===== config.mk =====
export PLATFORM = sky130hd
export DESIGN_NAME = scpl_top
export DESIGN_NICKNAME = d
export VERILOG_FILES = /design/src/common/scpl_pkg.sv /design/src/rtl/scpl_decode.sv /design/src/rtl/scpl_top.sv
export VERILOG_INCLUDE_DIRS = /design/src /design/src/common
export SDC_FILE = /design/constraint.sdc
export NUM_CORES = 1
export LEC_CHECK = 0
export BUFFER_PORTS_ARGS = -buffer_cell sky130_fd_sc_hd__buf_2
export CAP_MARGIN = 20
export CORE_MARGIN = 2
export CORE_UTILIZATION = 47
export CTS_CLUSTER_SIZE = 10
export DETAILED_ROUTE_END_ITERATION = 10
export PLACE_DENSITY = 0.77
export SYNTH_ARGS = -nofsm -noshare
export SYNTH_HDL_FRONTEND = slang
export SYNTH_SLANG_ARGS = --single-unit

===== constraint.sdc =====
create_clock -name i_clock -period 2 [get_ports i_clock]
set_input_delay 0.3 -clock i_clock [delete_from_list [all_inputs] [get_ports i_clock]]
set_output_delay 0.3 -clock i_clock [all_outputs]
set_load 0.01 [all_outputs]

===== src/common/scpl_cfg.svh =====
// Register offsets, field positions, reset values and memory window bounds.
`ifndef SCPL_CFG_SVH
`define SCPL_CFG_SVH
// ----------------------------------------------------------------------------
// Register addresses
// ----------------------------------------------------------------------------
`define SCPL_ADDR_CFG0 16'h1010
`define SCPL_ADDR_CFG1 16'h1011
`define SCPL_ADDR_CFG2 16'h1012
// ----------------------------------------------------------------------------
// Field positions
// ----------------------------------------------------------------------------
`define SCPL_C0_COLD 7
`define SCPL_C0_LOWDRV 6
`define SCPL_C0_PFWAIT 5
`define SCPL_C0_CFAULT 4
`define SCPL_C0_HV 3
`define SCPL_C0_PIN 2
`define SCPL_C0_MODE 0
`define SCPL_C1_AWDIS 4
`define SCPL_C1_MEMOFF 2
`define SCPL_C2_LOCK 0
// ----------------------------------------------------------------------------
// Write masks and reset values
// ----------------------------------------------------------------------------
`define SCPL_C0_WMASK 8'h60
`define SCPL_C1_WMASK 8'h14
`define SCPL_C1_PROT 8'h14
`define SCPL_C2_PROT 8'he7
`define SCPL_C0_RST 8'h00
`define SCPL_C1_RST 8'h00
`define SCPL_C2_RST 8'h00
// ----------------------------------------------------------------------------
// Memory windows
// ----------------------------------------------------------------------------
`define SCPL_INT_LO 16'h7000
`define SCPL_INT_HI 16'h7fff
`define SCPL_GONE_LO 16'h4000
`define SCPL_LOWX_LO 16'h2000
`define SCPL_LOWX_HI 16'h3fff
`define SCPL_UPX_LO 16'h8000
`define SCPL_PFX_LO 16'h10c0
`define SCPL_PFX_HI 16'h10ff
`define SCPL_PF1_LO 16'h1020
`define SCPL_PF1_HI 16'h102f
`endif


===== src/common/scpl_pkg.sv =====
// Types shared by the system configuration block.
package scpl_pkg;
  typedef enum logic [1:0] {
    SCPL_MODE_SINGLE,
    SCPL_MODE_EXPANDED,
    SCPL_MODE_PROC
  } scpl_mode_t;
  typedef enum logic [1:0] {
    SCPL_PORT_GPIO,
    SCPL_PORT_SELECTS,
    SCPL_PORT_BUSCTL
  } scpl_port_fn_t;
endpackage : scpl_pkg


===== src/rtl/scpl_decode.sv =====
// Address decoder that routes a processor access to internal or external memory.
`timescale 1ns/1ns
`include "scpl_cfg.svh"
module scpl_decode (
  input wire logic [15:0] i_addr,
  input wire logic i_proc_mode,
  input wire logic i_mem_off,
  output logic o_internal,
  output logic o_external,
  output logic o_low_window,
  output logic o_upper_window,
  output logic o_periph_window
);
  logic in_int;
  logic in_gone;
  logic in_pf1;
  // ----------------------------------------------------------------------------
  // Window decode
  // ----------------------------------------------------------------------------
  // Classify the address against the fixed windows.
  always_comb begin
    in_int = (i_addr >= `SCPL_INT_LO) && (i_addr <= `SCPL_INT_HI);
    in_gone = (i_addr >= `SCPL_GONE_LO) && (i_addr <= `SCPL_INT_HI);
    in_pf1 = (i_addr >= `SCPL_PF1_LO) && (i_addr <= `SCPL_PF1_HI);
    o_low_window = (i_addr >= `SCPL_LOWX_LO) && (i_addr <= `SCPL_LOWX_HI);
    o_upper_window = (i_addr >= `SCPL_UPX_LO);
    o_periph_window = (i_addr >= `SCPL_PFX_LO) && (i_addr <= `SCPL_PFX_HI);
    // Internal program memory answers unless it is switched off in processor mode.
    o_internal = in_int && !(i_proc_mode && i_mem_off);
    // Once memory is back on, the whole 4000h-7FFFh span is not routed out.
    o_external = i_proc_mode
      ? (o_low_window || o_upper_window || o_periph_window || in_pf1
         || (in_gone && i_mem_off))
      : (o_low_window || o_upper_window || o_periph_window);
  end
endmodule : scpl_decode


===== src/rtl/scpl_top.sv =====
// System configuration registers, memory mode capture and privilege lock.
`timescale 1ns/1ns
`include "scpl_cfg.svh"
module scpl_top (
  input wire logic i_clock,
  input wire logic i_rst,
  input wire logic i_mode_select_pin,
  input wire logic i_mode_pin_high_voltage,
  input wire logic i_clock_fault_seen,
  input wire logic [15:0] i_addr,
  input wire logic i_access,
  input wire logic i_write,
  input wire logic [7:0] i_wdata,
  input wire logic i_pf_access,
  input wire logic [7:0] i_pf_num,
  input wire logic i_opcode_fetch,
  input wire logic i_wait_n,
  input wire scpl_pkg::scpl_port_fn_t i_port_fn_req,
  input wire logic [5:0] i_select_enable,
  input wire logic [3:0] i_periph_prot_wdata,
  input wire logic i_periph_prot_we,
  output logic [7:0] o_rdata,
  output scpl_pkg::scpl_mode_t o_mode,
  output scpl_pkg::scpl_port_fn_t o_port_fn,
  output logic o_privileged,
  output logic o_internal_sel,
  output logic o_external_strobe_n,
  output logic o_opcode_fetch_out_n,
  output logic o_wait_stall,
  output logic o_low_window_select_a_n,
  output logic o_low_window_select_b_n,
  output logic o_upper_bank_select_1_n,
  output logic o_upper_bank_select_2_n,
  output logic o_upper_bank_select_3_n,
  output logic o_periph_ext_select_n,
  output logic [7:0] o_cfg0,
  output logic [7:0] o_cfg1,
  output logic [7:0] o_cfg2,
  output logic [3:0] o_periph_prot
);
  import scpl_pkg::*;

  // ----------------------------------------------------------------------------
  // Register write decode
  // ----------------------------------------------------------------------------
  // Map a short peripheral number or full address onto a register index.
  function automatic logic [1:0] reg_index(input logic [15:0] a);
    reg_index = 2'd3;
    if (a == `SCPL_ADDR_CFG0) begin
      reg_index = 2'd0;
    end else if (a == `SCPL_ADDR_CFG1) begin
      reg_index = 2'd1;
    end else if (a == `SCPL_ADDR_CFG2) begin
      reg_index = 2'd2;
    end
  endfunction : reg_index

  logic [15:0] eff_addr;
  logic [1:0] widx;
  logic any_access;
  logic [7:0] cfg0;
  logic [7:0] cfg1;
  logic [7:0] cfg2;
  logic [3:0] pprot;
  logic boot_pending;
  logic proc_mode;
  logic started;
  logic [7:0] next_cfg0;
  logic [7:0] next_cfg1;
  logic [7:0] next_cfg2;
  logic [3:0] next_pprot;
  logic next_boot_pending;
  logic next_proc_mode;
  logic next_started;
  logic locked;
  logic dec_internal;
  logic dec_external;
  logic dec_low;
  logic dec_upper;
  logic dec_periph;

  // Peripheral numbers sit in frame page 10xxh, so the low byte picks the register.
  always_comb begin
    eff_addr = i_pf_access ? {8'h10, i_pf_num} : i_addr;
    any_access = i_access || i_pf_access;
    widx = reg_index(eff_addr);
    locked = cfg2[`SCPL_C2_LOCK];
  end

  // ----------------------------------------------------------------------------
  // Configuration registers
  // ----------------------------------------------------------------------------
  // Next values for the three registers, mode capture and external protect bits.
  always_comb begin
    next_cfg0 = cfg0;
    next_cfg1 = cfg1;
    next_cfg2 = cfg2;
    next_pprot = pprot;
    next_proc_mode = proc_mode;
    next_boot_pending = 1'b0;
    // Only a real release marks the start; edges held in reset must not count.
    next_started = started || (boot_pending && !i_rst);
    // The first cycle after release catches the mode pin.
    if (boot_pending) begin
      next_proc_mode = i_mode_select_pin;
      next_cfg1[`SCPL_C1_MEMOFF] = i_mode_select_pin;
    end
    // Pin and mode status fields track their sources, clock fault latches until written 0; power_on_origin_flag is set on the first release only.
    next_cfg0[`SCPL_C0_CFAULT] = cfg0[`SCPL_C0_CFAULT] | i_clock_fault_seen;
    next_cfg0[`SCPL_C0_HV] = i_mode_pin_high_voltage;
    next_cfg0[`SCPL_C0_PIN] = i_mode_select_pin;
    next_cfg0[`SCPL_C0_MODE] = boot_pending ? i_mode_select_pin : proc_mode;
    if (boot_pending && !started) begin
      next_cfg0[`SCPL_C0_COLD] = 1'b1;
    end
    // Protected bits keep their value while locked; the override pin plays no part.
    if (any_access && i_write && !boot_pending) begin
      case (widx)
        2'd0: begin
          next_cfg0 = (next_cfg0 & ~`SCPL_C0_WMASK) | (i_wdata & `SCPL_C0_WMASK);
          if (!i_wdata[`SCPL_C0_COLD]) begin
            next_cfg0[`SCPL_C0_COLD] = 1'b0;
          end
          if (!i_wdata[`SCPL_C0_CFAULT] && !i_clock_fault_seen) begin
            next_cfg0[`SCPL_C0_CFAULT] = 1'b0;
          end
        end
        2'd1: begin
          if (!locked) begin
            next_cfg1 = i_wdata & `SCPL_C1_WMASK;
          end
        end
        2'd2: begin
          if (locked) begin
            // Only self-test bits may change; lock stays set until reset.
            next_cfg2 = (cfg2 & `SCPL_C2_PROT) | (i_wdata & ~`SCPL_C2_PROT);
          end else begin
            next_cfg2 = i_wdata;
          end
        end
        default: begin
          next_cfg2 = next_cfg2;
        end
      endcase
    end
    // Watchdog and module priority bits held elsewhere are gated here.
    if (i_periph_prot_we && !locked) begin
      next_pprot = i_periph_prot_wdata;
    end
  end

  // Register the configuration state; reset returns to privileged operation.
  always_ff @(posedge i_clock) begin
    if (i_rst) begin
      cfg0 <= `SCPL_C0_RST;
      cfg1 <= `SCPL_C1_RST;
      cfg2 <= `SCPL_C2_RST;
      pprot <= 4'h0;
      proc_mode <= 1'b0;
      boot_pending <= 1'b1;
    end else begin
      cfg0 <= next_cfg0;
      cfg1 <= next_cfg1;
      cfg2 <= next_cfg2;
      pprot <= next_pprot;
      proc_mode <= next_proc_mode;
      boot_pending <= next_boot_pending;
    end
  end

  // Remembers that a reset release already happened, so later resets are warm.
  always_ff @(posedge i_clock) begin
    started <= next_started;
  end

  // ----------------------------------------------------------------------------
  // Memory routing
  // ----------------------------------------------------------------------------
  scpl_decode u_decode (
    .i_addr(eff_addr),
    .i_proc_mode(proc_mode),
    .i_mem_off(cfg1[`SCPL_C1_MEMOFF]),
    .o_internal(dec_internal),
    .o_external(dec_external),
    .o_low_window(dec_low),
    .o_upper_window(dec_upper),
    .o_periph_window(dec_periph)
  );

  // ----------------------------------------------------------------------------
  // Port function and external strobes
  // ----------------------------------------------------------------------------
  scpl_port_fn_t next_port_fn;
  logic ext_now;
  logic sel_ok;

  // Processor mode forces bus control; selects only exist in expanded computer mode.
  always_comb begin
    if (proc_mode) begin
      next_port_fn = SCPL_PORT_BUSCTL;
    end else begin
      next_port_fn = i_port_fn_req;
    end
    ext_now = i_access && dec_external && !boot_pending;
    sel_ok = !proc_mode && (o_port_fn == SCPL_PORT_SELECTS) && ext_now;
  end

  // Output registers follow the strobe timing of the external access.
  always_ff @(posedge i_clock) begin
    if (i_rst) begin
      o_port_fn <= SCPL_PORT_GPIO;
      o_external_strobe_n <= 1'b1;
      o_opcode_fetch_out_n <= 1'b1;
      o_wait_stall <= 1'b0;
      o_low_window_select_a_n <= 1'b1;
      o_low_window_select_b_n <= 1'b1;
      o_upper_bank_select_1_n <= 1'b1;
      o_upper_bank_select_2_n <= 1'b1;
      o_upper_bank_select_3_n <= 1'b1;
      o_periph_ext_select_n <= 1'b1;
      o_internal_sel <= 1'b0;
      o_rdata <= 8'h00;
      o_mode <= SCPL_MODE_SINGLE;
      o_privileged <= 1'b1;
      o_cfg0 <= 8'h00;
      o_cfg1 <= 8'h00;
      o_cfg2 <= 8'h00;
      o_periph_prot <= 4'h0;
    end else begin
      o_port_fn <= next_port_fn;
      o_external_strobe_n <= !(ext_now && o_port_fn == SCPL_PORT_BUSCTL);
      o_opcode_fetch_out_n <= !(ext_now && i_opcode_fetch && o_port_fn == SCPL_PORT_BUSCTL);
      o_wait_stall <= ext_now && !i_wait_n && o_port_fn == SCPL_PORT_BUSCTL;
      o_low_window_select_a_n <= !(sel_ok && dec_low && i_select_enable[0]);
      o_low_window_select_b_n <= !(sel_ok && dec_low && i_select_enable[1]);
      o_upper_bank_select_1_n <= !(sel_ok && dec_upper && i_select_enable[2]);
      o_upper_bank_select_2_n <= !(sel_ok && dec_upper && i_select_enable[3]);
      o_upper_bank_select_3_n <= !(sel_ok && dec_upper && i_select_enable[4]);
      o_periph_ext_select_n <= !(sel_ok && dec_periph && i_select_enable[5]);
      o_internal_sel <= i_access && dec_internal;
      o_rdata <= (widx == 2'd0) ? cfg0 : (widx == 2'd1) ? cfg1 : (widx == 2'd2) ? cfg2 : 8'h00;
      o_mode <= proc_mode ? SCPL_MODE_PROC
        : (next_port_fn == SCPL_PORT_GPIO ? SCPL_MODE_SINGLE : SCPL_MODE_EXPANDED);
      o_privileged <= !cfg2[`SCPL_C2_LOCK];
      o_cfg0 <= cfg0;
      o_cfg1 <= cfg1;
      o_cfg2 <= cfg2;
      o_periph_prot <= pprot;
    end
  end

  // ----------------------------------------------------------------------------
  // Assertions
  // ----------------------------------------------------------------------------
  property p_lock_holds;
    @(posedge i_clock) disable iff (i_rst)
      cfg2[`SCPL_C2_LOCK] |=> cfg2[`SCPL_C2_LOCK];
  endproperty
  a_lock_holds: assert property (p_lock_holds) else $error("Lock bit cleared without reset.");

  property p_prot_frozen;
    @(posedge i_clock) disable iff (i_rst)
      locked && !boot_pending |=> ($stable(cfg1) && ((cfg2 & `SCPL_C2_PROT) == ($past(cfg2) & `SCPL_C2_PROT)));
  endproperty
  a_prot_frozen: assert property (p_prot_frozen) else $error("Protected bit changed while locked.");

  property p_unprot_updates;
    @(posedge i_clock) disable iff (i_rst)
      locked && i_access && i_write && !i_pf_access && i_addr == `SCPL_ADDR_CFG2 && !boot_pending
      |=> cfg2[4:3] == $past(i_wdata[4:3]);
  endproperty
  a_unprot_updates: assert property (p_unprot_updates) else $error("Free bits ignored a write.");

  property p_lock_sets;
    @(posedge i_clock) disable iff (i_rst)
      !locked && i_access && i_write && !i_pf_access && i_addr == `SCPL_ADDR_CFG2 && i_wdata[0]
      && !boot_pending |=> locked ##1 !o_privileged;
  endproperty
  a_lock_sets: assert property (p_lock_sets) else $error("Lock write did not take.");

  property p_mode_capture;
    @(posedge i_clock) disable iff (i_rst)
      boot_pending |=> (proc_mode == $past(i_mode_select_pin))
      && (cfg1[`SCPL_C1_MEMOFF] == $past(i_mode_select_pin)) && !locked;
  endproperty
  a_mode_capture: assert property (p_mode_capture) else $error("Mode not caught at release.");

  property p_proc_busctl;
    @(posedge i_clock) disable iff (i_rst)
      proc_mode && !boot_pending |=> o_port_fn == SCPL_PORT_BUSCTL;
  endproperty
  a_proc_busctl: assert property (p_proc_busctl) else $error("Ports left bus control.");

  property p_gone_window;
    @(posedge i_clock) disable iff (i_rst)
      proc_mode && !cfg1[`SCPL_C1_MEMOFF] && i_access && i_addr >= `SCPL_GONE_LO
      && i_addr <= `SCPL_INT_HI |=> o_external_strobe_n;
  endproperty
  a_gone_window: assert property (p_gone_window) else $error("Strobe in disabled window.");

  property p_selects_proc;
    @(posedge i_clock) disable iff (i_rst)
      proc_mode |-> ##2 (o_low_window_select_a_n && o_upper_bank_select_1_n && o_periph_ext_select_n);
  endproperty
  a_selects_proc: assert property (p_selects_proc) else $error("Chip select in processor mode.");
endmodule : scpl_top


==> summary.txt <==
Outcome
  – Outcome: completed

Global route
  – Vias in the first global route: 2,007
  – Pin count of the biggest net entering global routing: 42
  – Aggregate global-route resource usage: 19.0%
  – Antenna violations before repair: 0
  – Overflow after GRT: 0
  – First-pass GRT wire length: 8980 um

Flow run
  – Max-Cap Viols: 0

Clock network
  – Clock-pin transition on the worst setup and hold timing paths: 0.06 ns
  – Setup Fix Bufs, Post-CTS: 0
  – CTS tree: done
  – Worst-Skew Late Latency: 0.33 ns
  – CTS Root Cell: clkbuf_8
  – # resized after CTS: 0
  – CTS Buffer Depth: 2
  – Clk sinks: 66
  – CTS Hold Bufs: 0
  – Htree depth: 3
  – Num CTS Buffers: 9

Cells and area
  – Post-layout instance area: 3340 sq um
  – Inserted Diodes: 0
  – Layout cells sized above 1: 40.3%
  – Area delta synth->final: 31.0%
  – Leading cell type in the layout, fill and taps excluded: buf_2
  – Finished Layout Cells: 422
  – Most frequent cells in the layout: buf_2 (98), dfxtp_1 (66), nor2b_1 (24), mux2i_1 (18), nand2_1 (17)
  – # nets final: 402
  – # fillers: 446

Synth
  – Register bit count reported by yosys: 66
  – Synth Flop Type: dfxtp_1
  – Top cells by area, synth: dfxtp_1 (52%), mux2i_1 (7.1%), nor2b_1 (5.9%), nand2_1 (2.5%), nor4_4 (2.5%)
  – Asr flop ratio synth: 0%
  – Ys Warns: 0
  – EDFF count, synth: 0
  – Netlist cell types: 45
  – Area leader, netlist: dfxtp_1
  – Sequential area share after synthesis: 51.9%
  – Synth top area share: 51.9%
  – Synth Area per Inst: 10.7 sq um
  – Syn Inst Count: 237
  – Netlist Area Pre-Place: 2550 sq um

Critical path
  – R2R Setup Slk: 0.37 ns
  – Reg2Reg Depth: 5
  – Critical path type: in2reg
  – Crit start category: input port
  – Crit path depth: 6
  – Reg2Reg Launch Point: boot_pending
  – R2R Path End: cfg2[2]
  – Critical Path End: cfg2[2]
  – Critical Path, Cell by Cell: buf_2 -> nor4b_2 -> a32oi_2 -> nor4_4 -> buf_4 -> mux2i_1
  – CP required: 2.25 ns
  – WP buf/inv: 2
  – Crit path arrival time: 1.99 ns
  – Worst setup startpoint: i_addr[13]
  – CP Capture Type: flop
  – Worst stage delay on the critical path: 0.48 ns
  – Largest fanout on the critical path: 5
  – Crit-path leading delay family: simple AND/OR/NAND/NOR gates
  – Slowest-stage cell, CP: nor4_4

Die
  – Die width: 77.6 um
  – Initial Util: 49.2%
  – Row cnt: 26
  – Die area: 6020 sq um
  – Core area: 5170 sq um
  – Die Ht: 77.6 um
  – Total I/O pin count: 106

Pwr
  – Sw power: 0.610 mW
  – Power Density: 800 nW/um^2
  – P_int: 2.06 mW
  – PnR Total Power: 2.67 mW
  – Logic pwr share: 8.8%
  – Sequential power share: 50.6%
  – Switching Share: 22.9%
  – Leakage: 1.56 nW
  – VDD IR max: 0.435 mV
  – Clock share of power: 40.7%

Placement
  – HPWL reported at the end of detailed placement: 4290 um
  – Gpl congestion: 0.874
  – IO Port Bufs: 98
  – Placed cells: 406
  – DP Area: 3140 sq um

STA
  – Max frequency: 576 MHz
  – Final setup vio count: 0
  – Unrepaired setup endpoints after global routing: false
  – Clk_skew: 0.00535 ns
  – Slew @ Worst Pin: 0.502 ns
  – Fin. max-slew vios: 0
  – Setup TNS: 0 ns
  – Fin crit share: 86.7%
  – Minimum clock period: 1.73 ns
  – Worst slew margin: 66.2%
  – Final hold viol count: 0
  – Fin Hold WS: 0.126 ns

Routing
  – Pre-antenna DRT Iters: 4
  – DR vias: 2,077
  – Routed len/inst: 13.3 um
  – DR vias/cell: 4.92
  – Final wirelength: 5600 um
  – DRT iter0 DRCs: 60
  – Drt drc: 0
  – Final ANT Viol Nets: 0

Min path
  – Min-delay worst type: in2reg
  – Hold_sp: i_select_enable[3]
-- metrics by stage --
step           utilization [%]  setup WS, ns
2_1_floorplan                -         0.199
3_3_place_gp              60.7      -0.00656
3_5_place_dp              60.7       -0.0540
4_1_cts                   64.5         0.259
5_1_grt                   64.5         0.216
6_report                  64.5         0.265
-- metal layers --
metal	vias to the layer above	track usage, %	share of wire, %
met5	-	0	0
met4	0	8.57	1.3
met3	9	4.19	5.6
met2	79	32.4	50
met1	955	22.7	43
li1	1034	-	-
-- cell type report --
type                       count  area (sq um)  share of cell area (%)
inverter                      10          37.5                    1.13
clock buffer                  12           145                    4.35
sequential                    66          1320                    39.6
multi-input combinational    149          1100                    33.1
clock inverter                 4          51.3                    1.54
tap                           70          87.6                    2.63
timing repair buffer         111           588                    17.6
-- kinds of logic after synthesis --
group                  after synthesis  share of synthesized area, %
other                                1                         0.147
AO/OA/AOI/OAI                       20                          6.09
buffers and inverters               28                          5.60
AND/OR/NAND/NOR                     96                          24.8
multiplexers                        26                          11.5
flip-flops                          66                          51.9
-- power groups by stage --
stage               logic [mW]  clock network [mW]  registers [mW]
global route             0.258                1.16            1.35
floorplan                0.128                   0            1.38
CTS                      0.235                1.11            1.35
finish                   0.234                1.08            1.35
global placement         0.230                   0            1.38
detailed placement       0.234                   0            1.38
-- state kept, by name, indices dropped and copies added, names as in the netlist, 2 cells and up --
name	flops
cfg2	8
o_cfg2	8
o_rdata	8
cfg0	7
o_cfg0	7
o_periph_prot	4
pprot	4
cfg1	2
o_cfg1	2
o_port_fn	2
-- how the worst min path moves through the flow --
| stage | end | depth (start not counted) |
|---|---|---|
| after floorplan | boot_pending | 0 |
| after global placement | started | 1 |
| after detailed placement | started | 1 |
| after CTS | o_upper_bank_select_2_n | 2 |
| after global routing | o_upper_bank_select_3_n | 2 |
| final | o_upper_bank_select_2_n | 2 |
-- synthesized netlist by cell type, types with 2 or more instances --
library cell	number
and2_1	2
a211oi_1	3
nand2_1	17
mux2_1	2
nor2_1	16
nor4_1	5
nor4_2	2
clkbuf_1	7
nor4b_2	4
mux2i_1	18
o21ai_0	3
mux2_2	2
buf_4	8
inv_1	10
nor4b_1	2
mux2_4	3
nor3b_1	3
nor2b_1	24
a32oi_1	3
buf_1	2
nor3_1	3
nor4_4	3
a2bb2oi_1	2
nand4_1	4
dfxtp_1	66
nand3_1	2
a21oi_1	3
No activity file was read; power rests on OpenSTA's default activity.
